==> config.mk <==
export PLATFORM = sky130hd
export DESIGN_NAME = xcvr_ctl_regs
export DESIGN_NICKNAME = d
export VERILOG_FILES = /design/src/rtl/xcvr_ctl_pkg.sv /design/src/rtl/mgmt_if.sv /design/src/rtl/mdio_frame.sv /design/src/rtl/pin_sync.sv /design/src/rtl/xcvr_ctl_regs.sv
export VERILOG_INCLUDE_DIRS = /design/src /design/src/rtl
export SDC_FILE = /design/constraint.sdc
export NUM_CORES = 1
export LEC_CHECK = 0
export ABC_AREA = 0
export BUFFER_PORTS_ARGS = -buffer_cell sky130_fd_sc_hd__buf_2
export CORE_AREA = 2 2 177 179
export DETAILED_ROUTE_END_ITERATION = 16
export DIE_AREA = 0 0 179 181
export PLACE_DENSITY_LB_ADDON = 0.08
export SLEW_MARGIN = 20
export SYNTH_ARGS = -nofsm -noshare
export SYNTH_HDL_FRONTEND = slang
export SYNTH_SLANG_ARGS = --single-unit
==> constraint.sdc <==
create_clock -name i_clk -period 2.6 [get_ports i_clk]
set_input_delay 0.39 -clock i_clk [delete_from_list [all_inputs] [get_ports i_clk]]
set_output_delay 0.39 -clock i_clk [all_outputs]
set_load 0.005 [all_outputs]
==> src/rtl/xcvr_ctl_consts.svh <==
`ifndef XCVR_CTL_CONSTS_SVH
`define XCVR_CTL_CONSTS_SVH

// Register addresses on the management bus.
`define REG_BASIC_CTL 5'h00
`define REG_CHAN_ON 5'h10
`define REG_GLOBAL_CTL 5'h11
`define REG_PAIR_AB 5'h12
`define REG_PAIR_CD 5'h13

// Writable bits of each register; all other bits are reserved.
`define MASK_BASIC 16'h8000
`define MASK_CHAN 16'hFF00
`define MASK_GLOBAL 16'hC3F8
`define MASK_PAIR 16'h0FFF

// Reset values.
`define RST_BASIC 16'h0000
`define RST_CHAN 16'hFF00
`define RST_GLOBAL 16'h4380
`define RST_AB 16'h0DBC
`define RST_CD 16'h0C50

// Field positions.
`define BIT_GLOBAL_RESET 15
`define CHAN_HI 15
`define CHAN_LO 8
`define BIT_TX_CLK 15
`define BIT_CODE_ERR 14
`define BIT_PAR_OUT 9
`define BIT_COMMA 8
`define BIT_CODING 7
`define BIT_MODE_BYPASS 6
`define MODE_HI 5
`define MODE_LO 4
`define BIT_SOFT_RESET 3
`define EMPH_HI 11
`define EMPH_LO 10
`define BIT_EMPH_OVR 9
`define FILL_HI 8
`define FILL_LO 0

// Management frame timing in MDC periods, opcodes and default PHY address.
`define PREAMBLE_BITS 6'd32
`define HDR_BITS 6'd13
`define TA_BITS 6'd2
`define DATA_BITS 6'd16
`define OP_READ 2'b10
`define OP_WRITE 2'b01
`define PHY_ADDR_DEFAULT 5'h00

`endif

==> src/rtl/xcvr_ctl_pkg.sv <==
package xcvr_ctl_pkg;

  // Management frame states, one-hot.
  typedef enum logic [3:0] {
    ST_PRE = 4'b0001,
    ST_HDR = 4'b0010,
    ST_TA = 4'b0100,
    ST_DATA = 4'b1000
  } frame_state_e;

  typedef logic [15:0] word_t;

endpackage

==> src/rtl/mgmt_if.sv <==
`timescale 1ns/1ps

// Link between the serial frame engine and the register bank.
interface mgmt_if;
  logic mdc_rise;
  logic wr_stb;
  logic [4:0] addr;
  logic [15:0] wdata;
  logic [15:0] rdata;

  modport frame (output mdc_rise, output wr_stb, output addr, output wdata, input rdata);
  modport regs (input mdc_rise, input wr_stb, input addr, input wdata, output rdata);
endinterface

==> src/rtl/mdio_frame.sv <==
`timescale 1ns/1ps
`include "xcvr_ctl_consts.svh"

// Serial management frame engine: preamble, header, turnaround and data.
module mdio_frame
  import xcvr_ctl_pkg::*;
#(
  parameter logic [4:0] PHY_ADDR = `PHY_ADDR_DEFAULT
) (
  input wire logic i_clk, // System clock.
  input wire logic i_rst_n, // Synchronous reset, active low.
  input wire logic i_ce, // Clock enable.
  input wire logic i_mdc, // Synchronised management clock level.
  input wire logic i_mdio, // Synchronised data pin level.
  output logic o_mdio, // Data pin output value.
  output logic o_mdio_oe, // Data pin output enable, high while driving.
  mgmt_if.frame bus // Register access side.
);

  frame_state_e state_r;
  logic mdc_q_r;
  logic rise;
  logic [5:0] cnt_r;
  logic [11:0] hdr_r;
  logic [12:0] hdr_full;
  logic [15:0] sh_r;
  logic is_read_r;
  logic [4:0] addr_r;
  logic wr_stb_r;
  logic rise_r;
  logic [15:0] wdata_r;

  // Edge detect and the register-side outputs.
  assign rise = i_mdc & ~mdc_q_r;
  assign hdr_full = {hdr_r, i_mdio};
  assign bus.mdc_rise = rise_r;
  assign bus.wr_stb = wr_stb_r;
  assign bus.addr = addr_r;
  assign bus.wdata = wdata_r;

  // Frame sequencer; advances on each rising MDC edge.
  always_ff @(posedge i_clk) begin
    if (!i_rst_n) begin
      state_r <= ST_PRE;
      mdc_q_r <= 1'b0;
      cnt_r <= 6'd0;
      hdr_r <= 12'h000;
      sh_r <= 16'h0000;
      is_read_r <= 1'b0;
      addr_r <= 5'h00;
      wr_stb_r <= 1'b0;
      rise_r <= 1'b0;
      wdata_r <= 16'h0000;
      o_mdio <= 1'b0;
      o_mdio_oe <= 1'b0;
    end else if (i_ce) begin
      mdc_q_r <= i_mdc;
      rise_r <= rise;
      wr_stb_r <= 1'b0;
      if (rise) begin
        case (state_r)
          ST_PRE: begin
            if (i_mdio) begin
              if (cnt_r != `PREAMBLE_BITS) begin
                cnt_r <= cnt_r + 6'd1;
              end
            end else if (cnt_r == `PREAMBLE_BITS) begin
              state_r <= ST_HDR;
              cnt_r <= 6'd0;
            end else begin
              cnt_r <= 6'd0;
            end
          end
          ST_HDR: begin
            hdr_r <= hdr_full[11:0];
            cnt_r <= cnt_r + 6'd1;
            if (cnt_r == `HDR_BITS - 6'd1) begin
              cnt_r <= 6'd0;
              if (hdr_full[12] && hdr_full[9:5] == PHY_ADDR &&
                  (hdr_full[11:10] == `OP_READ || hdr_full[11:10] == `OP_WRITE)) begin
                state_r <= ST_TA;
                is_read_r <= (hdr_full[11:10] == `OP_READ);
                addr_r <= hdr_full[4:0];
              end else begin
                state_r <= ST_PRE;
              end
            end
          end
          ST_TA: begin
            if (is_read_r) begin
              o_mdio <= 1'b0;
              o_mdio_oe <= 1'b1;
              sh_r <= bus.rdata;
              state_r <= ST_DATA;
              cnt_r <= 6'd0;
            end else if (cnt_r == `TA_BITS - 6'd1) begin
              state_r <= ST_DATA;
              cnt_r <= 6'd0;
            end else begin
              cnt_r <= cnt_r + 6'd1;
            end
          end
          ST_DATA: begin
            if (is_read_r) begin
              if (cnt_r == `DATA_BITS) begin
                o_mdio_oe <= 1'b0;
                state_r <= ST_PRE;
                cnt_r <= 6'd0;
              end else begin
                o_mdio <= sh_r[15];
                sh_r <= {sh_r[14:0], 1'b0};
                cnt_r <= cnt_r + 6'd1;
              end
            end else begin
              sh_r <= {sh_r[14:0], i_mdio};
              cnt_r <= cnt_r + 6'd1;
              if (cnt_r == `DATA_BITS - 6'd1) begin
                wr_stb_r <= 1'b1;
                wdata_r <= {sh_r[14:0], i_mdio};
                state_r <= ST_PRE;
                cnt_r <= 6'd0;
              end
            end
          end
          default: begin
            state_r <= ST_PRE;
          end
        endcase
      end
    end
  end

endmodule

==> src/rtl/pin_sync.sv <==
`timescale 1ns/1ps

// Three-stage synchroniser; output follows once stages two and three agree.
module pin_sync #(
  parameter int WIDTH = 1
) (
  input wire logic i_clk, // System clock.
  input wire logic i_rst_n, // Synchronous reset, active low.
  input wire logic i_ce, // Clock enable.
  input wire logic [WIDTH-1:0] i_d, // Asynchronous inputs.
  output logic [WIDTH-1:0] o_q // Filtered synchronous levels.
);

  genvar g;
  generate
    for (g = 0; g < WIDTH; g = g + 1) begin : g_bit
      logic s1_r;
      logic s2_r;
      logic s3_r;
      logic q_r;

      // The first stage feeds only the second stage.
      always_ff @(posedge i_clk) begin
        if (!i_rst_n) begin
          s1_r <= 1'b0;
          s2_r <= 1'b0;
          s3_r <= 1'b0;
          q_r <= 1'b0;
        end else if (i_ce) begin
          s1_r <= i_d[g];
          s2_r <= s1_r;
          s3_r <= s2_r;
          if (s2_r == s3_r) begin
            q_r <= s3_r;
          end
        end
      end

      // Each bit has one driver, its own filtered flop.
      assign o_q[g] = q_r;
    end
  endgenerate

endmodule

==> src/rtl/xcvr_ctl_regs.sv <==
// Operation
// - Eight channel on bits reset to ones.
// - Channel on equals bit AND enable pin.
// - Reserved bits read zero, writes ignored.
// - Clocking select is bit OR pin.
// - Code error report resets one, ORs pin.
// - Parallel outputs need bit and pin high.
// - Comma search bit resets to one.
// - Line coding resets one, ORs pin.
// - Bypass bit selects register mode over pins.
// - Soft reset resets datapath, keeps registers.
// - Soft reset clears on next MDC cycle.
// - Pair emphasis fields reset to high.
// - Pair override replaces global emphasis setting.
// - First fill character resets to K28.5.
// - Second fill character resets to D16.2.
// - Global reset bit ORs pin, self-clears.
`timescale 1ns/1ps
`include "xcvr_ctl_consts.svh"

module xcvr_ctl_regs
  import xcvr_ctl_pkg::*;
#(
  parameter logic [4:0] PHY_ADDR = `PHY_ADDR_DEFAULT
) (
  input wire logic i_clk, // 100 MHz clock.
  input wire logic i_rst_n, // Synchronous reset, active low.
  input wire logic i_ce, // Clock enable; freezes state while low.
  input wire logic i_mdc, // Management clock pin.
  input wire logic i_mdio, // Management data pin, input side.
  output logic o_mdio, // Management data pin, output side.
  output logic o_mdio_oe, // Management data pin drive enable.
  input wire logic i_enable_pin, // External enable pin.
  input wire logic i_tx_clocking_select_pin, // External clocking select pin.
  input wire logic i_code_error_report_pin, // External code error report pin.
  input wire logic i_line_coding_pin, // External line coding pin.
  input wire logic [1:0] i_mode_pins, // External mode pins.
  input wire logic i_reset_pin, // External reset pin, active high.
  input wire logic [1:0] i_global_emphasis, // Global emphasis level, same clock.
  output logic [7:0] o_per_channel_on, // Effective per-channel enables.
  output logic o_tx_clocking_select, // 1 = per-channel transmit clocking.
  output logic o_code_error_report_on, // Code and disparity error reporting.
  output logic o_parallel_out_on, // Parallel output enable.
  output logic o_comma_search_on, // Comma alignment enable.
  output logic o_line_coding_on, // 8b/10b coding enable.
  output logic [1:0] o_mode, // Effective interface mode.
  output logic o_datapath_reset, // Receive, transmit and FIFO reset.
  output logic o_fifo_clear, // FIFO clear from global reset.
  output logic [1:0] o_pair_ab_emphasis_level, // Effective emphasis, pair A/B.
  output logic [1:0] o_pair_cd_emphasis_level, // Effective emphasis, pair C/D.
  output logic [8:0] o_first_fill_character, // First idle character.
  output logic [8:0] o_second_fill_character // Second idle character.
);

  ////////////////////////////////////////////////////////////////////////////
  // Pin synchronisation and the frame engine.

  localparam int SYNC_W = 9;

  logic [SYNC_W-1:0] sync_q;
  logic mdc_s;
  logic mdio_s;
  logic en_s;
  logic tclk_s;
  logic cv_s;
  logic code_s;
  logic [1:0] mode_s;
  logic pin_rst_s;
  logic clr;

  mgmt_if bus ();

  pin_sync #(
    .WIDTH(SYNC_W)
  ) u_sync (
    .i_clk(i_clk),
    .i_rst_n(i_rst_n),
    .i_ce(i_ce),
    .i_d({i_reset_pin, i_mode_pins, i_line_coding_pin, i_code_error_report_pin,
          i_tx_clocking_select_pin, i_enable_pin, i_mdio, i_mdc}),
    .o_q(sync_q)
  );

  // Split the synchronised pin vector.
  assign mdc_s = sync_q[0];
  assign mdio_s = sync_q[1];
  assign en_s = sync_q[2];
  assign tclk_s = sync_q[3];
  assign cv_s = sync_q[4];
  assign code_s = sync_q[5];
  assign mode_s = sync_q[7:6];
  assign pin_rst_s = sync_q[8];
  assign clr = !i_rst_n || pin_rst_s;

  mdio_frame #(
    .PHY_ADDR(PHY_ADDR)
  ) u_frame (
    .i_clk(i_clk),
    .i_rst_n(i_rst_n),
    .i_ce(i_ce),
    .i_mdc(mdc_s),
    .i_mdio(mdio_s),
    .o_mdio(o_mdio),
    .o_mdio_oe(o_mdio_oe),
    .bus(bus.frame)
  );

  ////////////////////////////////////////////////////////////////////////////
  // Register storage. Only writable bits are stored, so reserved bits stay zero.

  word_t basic_r;
  word_t chan_r;
  word_t glob_r;
  word_t ab_r;
  word_t cd_r;

  // Global reset bit; cleared on the next MDC edge, a write in that cycle wins.
  always_ff @(posedge i_clk) begin
    if (clr) begin
      basic_r <= `RST_BASIC;
    end else if (i_ce) begin
      if (bus.wr_stb && bus.addr == `REG_BASIC_CTL) begin
        basic_r <= bus.wdata & `MASK_BASIC;
      end else if (bus.mdc_rise) begin
        basic_r[`BIT_GLOBAL_RESET] <= 1'b0;
      end
    end
  end

  // Channel on bits; the pin reset restores all ones.
  always_ff @(posedge i_clk) begin
    if (clr) begin
      chan_r <= `RST_CHAN;
    end else if (i_ce && bus.wr_stb && bus.addr == `REG_CHAN_ON) begin
      chan_r <= bus.wdata & `MASK_CHAN;
    end
  end

  // Global datapath control; the soft reset bit self-clears on the next MDC edge.
  always_ff @(posedge i_clk) begin
    if (clr) begin
      glob_r <= `RST_GLOBAL;
    end else if (i_ce) begin
      if (bus.wr_stb && bus.addr == `REG_GLOBAL_CTL) begin
        glob_r <= bus.wdata & `MASK_GLOBAL;
      end else if (bus.mdc_rise) begin
        glob_r[`BIT_SOFT_RESET] <= 1'b0;
      end
    end
  end

  // Pair emphasis, override and fill characters.
  always_ff @(posedge i_clk) begin
    if (clr) begin
      ab_r <= `RST_AB;
      cd_r <= `RST_CD;
    end else if (i_ce && bus.wr_stb) begin
      if (bus.addr == `REG_PAIR_AB) begin
        ab_r <= bus.wdata & `MASK_PAIR;
      end else if (bus.addr == `REG_PAIR_CD) begin
        cd_r <= bus.wdata & `MASK_PAIR;
      end
    end
  end

  // Read mux; unmapped addresses read as zero.
  always_comb begin
    bus.rdata = 16'h0000;
    if (bus.addr == `REG_BASIC_CTL) begin
      bus.rdata = basic_r;
    end else if (bus.addr == `REG_CHAN_ON) begin
      bus.rdata = chan_r;
    end else if (bus.addr == `REG_GLOBAL_CTL) begin
      bus.rdata = glob_r;
    end else if (bus.addr == `REG_PAIR_AB) begin
      bus.rdata = ab_r;
    end else if (bus.addr == `REG_PAIR_CD) begin
      bus.rdata = cd_r;
    end
  end

  ////////////////////////////////////////////////////////////////////////////
  // Effective controls, registered; comma search and fill characters use no pin, emphasis uses i_global_emphasis.

  // Channel and global datapath controls.
  always_ff @(posedge i_clk) begin
    if (!i_rst_n) begin
      o_per_channel_on <= 8'h00;
      o_tx_clocking_select <= 1'b0;
      o_code_error_report_on <= 1'b0;
      o_parallel_out_on <= 1'b0;
      o_comma_search_on <= 1'b0;
      o_line_coding_on <= 1'b0;
      o_mode <= 2'h0;
    end else if (i_ce) begin
      o_per_channel_on <= chan_r[`CHAN_HI:`CHAN_LO] & {8{en_s}};
      o_tx_clocking_select <= glob_r[`BIT_TX_CLK] | tclk_s;
      o_code_error_report_on <= glob_r[`BIT_CODE_ERR] | cv_s;
      o_parallel_out_on <= glob_r[`BIT_PAR_OUT] & en_s;
      o_comma_search_on <= glob_r[`BIT_COMMA];
      o_line_coding_on <= glob_r[`BIT_CODING] | code_s;
      if (glob_r[`BIT_MODE_BYPASS]) begin
        o_mode <= glob_r[`MODE_HI:`MODE_LO];
      end else begin
        o_mode <= mode_s;
      end
    end
  end

  // Datapath reset and FIFO clear; the registers themselves are left alone.
  always_ff @(posedge i_clk) begin
    if (!i_rst_n) begin
      o_datapath_reset <= 1'b1;
      o_fifo_clear <= 1'b1;
    end else if (i_ce) begin
      o_datapath_reset <= pin_rst_s | basic_r[`BIT_GLOBAL_RESET] |
                          glob_r[`BIT_SOFT_RESET];
      o_fifo_clear <= pin_rst_s | basic_r[`BIT_GLOBAL_RESET];
    end
  end

  // Emphasis selection per pair and fill characters.
  always_ff @(posedge i_clk) begin
    if (!i_rst_n) begin
      o_pair_ab_emphasis_level <= 2'h0;
      o_pair_cd_emphasis_level <= 2'h0;
      o_first_fill_character <= 9'h000;
      o_second_fill_character <= 9'h000;
    end else if (i_ce) begin
      o_pair_ab_emphasis_level <= ab_r[`BIT_EMPH_OVR] ? ab_r[`EMPH_HI:`EMPH_LO] :
                                  i_global_emphasis;
      o_pair_cd_emphasis_level <= cd_r[`BIT_EMPH_OVR] ? cd_r[`EMPH_HI:`EMPH_LO] :
                                  i_global_emphasis;
      o_first_fill_character <= ab_r[`FILL_HI:`FILL_LO];
      o_second_fill_character <= cd_r[`FILL_HI:`FILL_LO];
    end
  end
endmodule

After elaboration in Yosys (flattened, before gate mapping) --
Index checks and enable logic that the tools add are counted.
Cells by class: bitwise logic cells 11, equality and inequality tests 37, multiplexer cells 46, add/sub/neg operators 1, reduce and logical (&&, ||, !) cells 37
Operators with widths (number):
- 16-bit two-way mux | 6
- 6-bit two-way mux | 8
- 4-bit two-way mux | 8
- 16-bit case mux with 2 select lines | 1
- 2-bit AND reduction | 13
- 12-bit two-way mux | 2
- 6-bit case mux with 4 select lines | 1
- 5-bit equality test (second input constant) | 4
- 4-bit case mux with 4 select lines | 1
- 5-bit AND reduction | 3
- 1-bit two-way mux | 13
- 6-bit by 4-bit equality test with 1-bit output (second input constant) | 2
- 6-bit AND reduction | 2
- 5-bit logical NOT | 2
- 2-bit by 1-bit != test with 1-bit output (second input constant) | 5
- 1-bit equality test | 9
- 8-bit bitwise AND | 1
- 8-bit AND reduction | 1
- 6-bit by 1-bit adder with 6-bit output (second input constant) | 1
- 6-bit by 1-bit equality test with 1-bit output (second input constant) | 1
- 6-bit by 5-bit equality test with 1-bit output (second input constant) | 1
- 6-bit equality test (second input constant) | 1
- 1-bit logical AND | 6
- 2-bit two-way mux | 3
- other kinds (22) | 37
Storage, ports and cells: output and inout bits 41, flip-flop bits (word level) 182

Logic depth before layout (Yosys ltp) --
depth in word-level cells 8, gate-level depth with buffers 8

Hierarchy --
Synthesis repeated with hierarchy kept, for this count alone.
Second synthesis, totals: cells, all modules 887, area total of the unflattened synthesis 8330.5 um^2
By module, submodules not included:
- xcvr_ctl_regs | cells each 380, instances 1, seq. area each 1621.6 um^2, area each 3590.9 um^2
- mdio_frame | cells each 353, instances 1, seq. area each 1301.2 um^2, area each 3180.6 um^2
- pin_sync | cells each 154, instances 1, seq. area each 720.7 um^2, area each 1559.0 um^2

Least setup slack after synthesis --
OpenSTA, ideal clock, no wires.
path type register to register, from register u_frame.cnt_r[0], to register u_frame.state_r[0], path buffers 0, stages on the path, launching flop included 8, clock period less this slack 2166 ps, slack 434 ps, arrival time 2044 ps, cells stage by stage dfxtp_1 inv_1 ha_1 or3b_4 o31ai_1 nand2b_1 nand4_2 a221o_1
Between the ends: word-level cells in the longest chain between the ends 3, elaborated cells between the ends (all ways) 11, classes of those cells eq/ne (10); reduce/logical (1)
Ends and longest elaborated chain:
- start: declaration | line mdio_frame.sv:23 | logic [5:0] cnt_r;
- start signal: assignment | line mdio_frame.sv:65 | cnt_r <= cnt_r + 6'd1;
- start signal: assignment | line mdio_frame.sv:76 | cnt_r <= cnt_r + 6'd1;
- start signal: assignment | line mdio_frame.sv:100 | cnt_r <= cnt_r + 6'd1;
- 6-bit by 5-bit equality test with 1-bit output (no source line), or another cell as far along
- 3-bit != test (no source line), or another cell as far along
- 8-bit AND reduction (no source line) *
- end signal: assignment | line mdio_frame.sv:44 | state_r <= ST_PRE;
- end signal: assignment | line mdio_frame.sv:68 | state_r <= ST_HDR;
- end signal: assignment | line mdio_frame.sv:81 | state_r <= ST_TA;
- end: declaration | line mdio_frame.sv:20 | frame_state_e state_r;
Mark *: on every way between the ends. The rest lies on a longest branch, timed or not. A chain may end at the register's enable or synchronous reset.

Final worst setup path --
Ends and elaborated chain as after synthesis.

==> reports/metrics.csv <==
metric,value,unit
status,"finished, final reports clean",
Unique masters post-synth,62,
drt via density,4.61,
clock latency on the worst-skew pair,0.44,ns
clock slew at reported path FFs,0.07,ns
Post-Synthesis Cells,854,
syn_nets,872,
fin nets,917,
Die ar.,32400,um2
drt first pass iters,5,
DRT antenna net count,0,
Critical Path AT,2.70,ns
total wire length,21700,um
initial DRC count,333,
grt total ovfl,0,
Crit. End Element,register,
Seq pwr share,47.7,%
clock root buffer,clkbuf_16,
die height,181,um
Psw,0.00125,W
fmax,421,MHz
hold-fix buffers at CTS,0,
Worst R2R Start,u_frame.cnt_r[0],
synthesized flop and latch total,182,
standby leakage power,3.44,nW
vias in the first global route,5879,
R2R depth,6,
Total GRT Usage,14.0,%
Max clock buf depth,2,
Cell Pwr Density,662,nW/um2
clock power share,48.9,%
vias post-DR,6026,
detailed placement HPWL,14500,um
combinational power share,3.4,%
Hold WC Path Type,in -> reg,
Pins Over Slew Limit,0,
Starting Density,24.8,%
Post-route DRC,0,
Cells after DPL,1276,
clock sink count,182,
Buffers on Ports,54,
sw frac,21.0,%
I/O Pins,55,
worst slew pin tran,0.768,ns
largest net degree at the start of global routing,66,
Num CTS Buffers,17,
setup tns final,0,ns
Hold Path Stages,3,
top_reg_cell synth,dfxtp_1,
Final min period,2.38,ns
Max Cap Violations,0,
Rows,64,
Startpoint Class,register,
Critical Path Start,u_frame.cnt_r[0],
"Worst Path Class, Setup",reg -> reg,
Final setup viols,0,
post-synthesis sequential area ratio,48.3,%
Resize count post-CTS,0,
worst IR drop on VDD,0.000410,V
H-tree depth,4,
Die Width,179,um
drt wl/cell,16.6,um
CTS tree,built,
Area Overhead vs Synth,19.4,%
Critical Path RT,2.92,ns
worst-path fanout max,6,
# diodes,0,
fin crit share,91.4,%
ys async rst share,0,%
syn avg cell area,8.83,um2
Post-Syn Area,7540,um2
P_int,0.00470,W
Fin. Hold Viols,0,
"EDFF count, synth",0,
Setup Skew,0.0198,ns
relative slew slack,48.8,%
RSZ-0062 raised after global routing,false,
Std-Cell Core Area,30300,um2
Syn. warnings,0,
layout cells sized above 1,15.2,%
gpl congestion,0.730,
first-pass GRT wire length,34800,um
fin cells,1308,
initial antenna violation count,0,
Hold Crit Start,i_mode_pins[0],
Post-CTS Setup Bufs,0,
==> final cells by class <==
type,instances,area [um2]
multi-input cells,601,3640
repair buffers,85,518
fillers,3239,21300
well taps,396,495
flip-flops and latches,182,3640
clock inverters,9,170
inverters,12,47.5
clock buffers,23,488
==> cells in the mapped netlist (all sizes together), types with 5 or more instances <==
library cell / n / area, um2
dfxtp: 182 / 3640
nand2: 147 / 552
nor2: 105 / 394
mux2i: 89 / 891
a21oi: 67 / 335
clkbuf: 45 / 170
nand3: 35 / 175
o21ai: 22 / 110
a211oi: 20 / 150
buf: 14 / 70.1
inv: 12 / 45.0
a21o: 10 / 75.1
a22oi: 8 / 60.1
nor3: 8 / 56.3
mux2: 7 / 78.8
a2bb2oi: 6 / 52.6
nand2b: 6 / 37.5
nor4b: 5 / 71.3
==> cells by family (layout without fill, tap and decap cells) <==
logic type | Yosys count | after routing | share of synthesized area [%]
flip-flops | 182 | 182 | 48.3
AO/OA/AOI/OAI | 161 | 161 | 13.7
multiplexers | 97 | 97 | 13.2
XOR/XNOR | 1 | 1 | 0.116
AND/OR/NAND/NOR | 338 | 338 | 20.3
adder cells (fa/ha/maj) | 4 | 4 | 0.664
buffers and inverters | 71 | 129 | 3.78
==> final timing paths <==
| path | end | slack (ns) |
|---|---|---|
| max reg2reg | u_frame.state_r[0] | 0.22 |
| min | u_sync.g_bit[6].s1_r | 0.18 |
| max | u_frame.state_r[0] | 0.22 |
| min reg2reg | o_per_channel_on[3] | 0.45 |
==> worst max-delay path, stage by stage (launching register included) <==
cell and delay (ns):
dfxtp_1 0.42, ha_1 0.17, or3b_2 0.43, o311ai_1 0.44, and2_1 0.24, nand4_2 0.18
a221o_1 0.39
==> metal layers <==
layer,global-route usage [%],wire length (um),up-vias
li1,-,-,3080
met1,20.3,11400,2850
met2,20.8,9500,90
met3,3.20,703,6
met4,3.12,115,0
met5,0,0,-
==> power groups by stage <==
stage / clock (W) / sequential, W / combinational, W
3_3_place_gp: 0 / 0.00291 / 0.000205
3_5_place_dp: 0 / 0.00291 / 0.000207
4_1_cts: 0.00302 / 0.00284 / 0.000207
2_1_floorplan: 0 / 0.00291 / 0.000124
5_1_grt: 0.00314 / 0.00285 / 0.000224
6_report: 0.00291 / 0.00284 / 0.000200
==> through the flow <==
stage	instance area (um2)	setup WS, ns	util [%]	hold WS, ns	power (W)
detailed placement	8340	0.206	27.5	0.446	0.00311
global placement	8340	0.209	27.5	0.442	0.00311
finish	9000	0.223	29.7	0.182	0.00596
floorplan	7540	0.434	-	0.432	0.00303
CTS	9000	0.185	29.6	0.165	0.00607
global route	9000	0.00280	29.7	0.187	0.00621
==> registers in the layout (all words and copies together), names as in the netlist, 9 cells and up <==
name	count
ab_r	12
cd_r	12
glob_r	9
o_first_fill_character	9
o_second_fill_character	9
u_frame.bus.wdata	16
u_frame.hdr_r	12
u_frame.sh_r	16
u_sync.g_bit.q_r	9
u_sync.g_bit.s1_r	9
u_sync.g_bit.s2_r	9
u_sync.g_bit.s3_r	9
==> cells in the final DEF (no fill, tap or decap), types with 20 or more instances in the layout <==
master,n
buf_2,53
dfxtp_1,182
a211oi_1,20
nor2_1,105
o21ai_0,22
buf_4,31
nand2_1,147
a21oi_1,67
nand3_1,35
mux2i_1,89
Power figures use the tool's default switching activity.
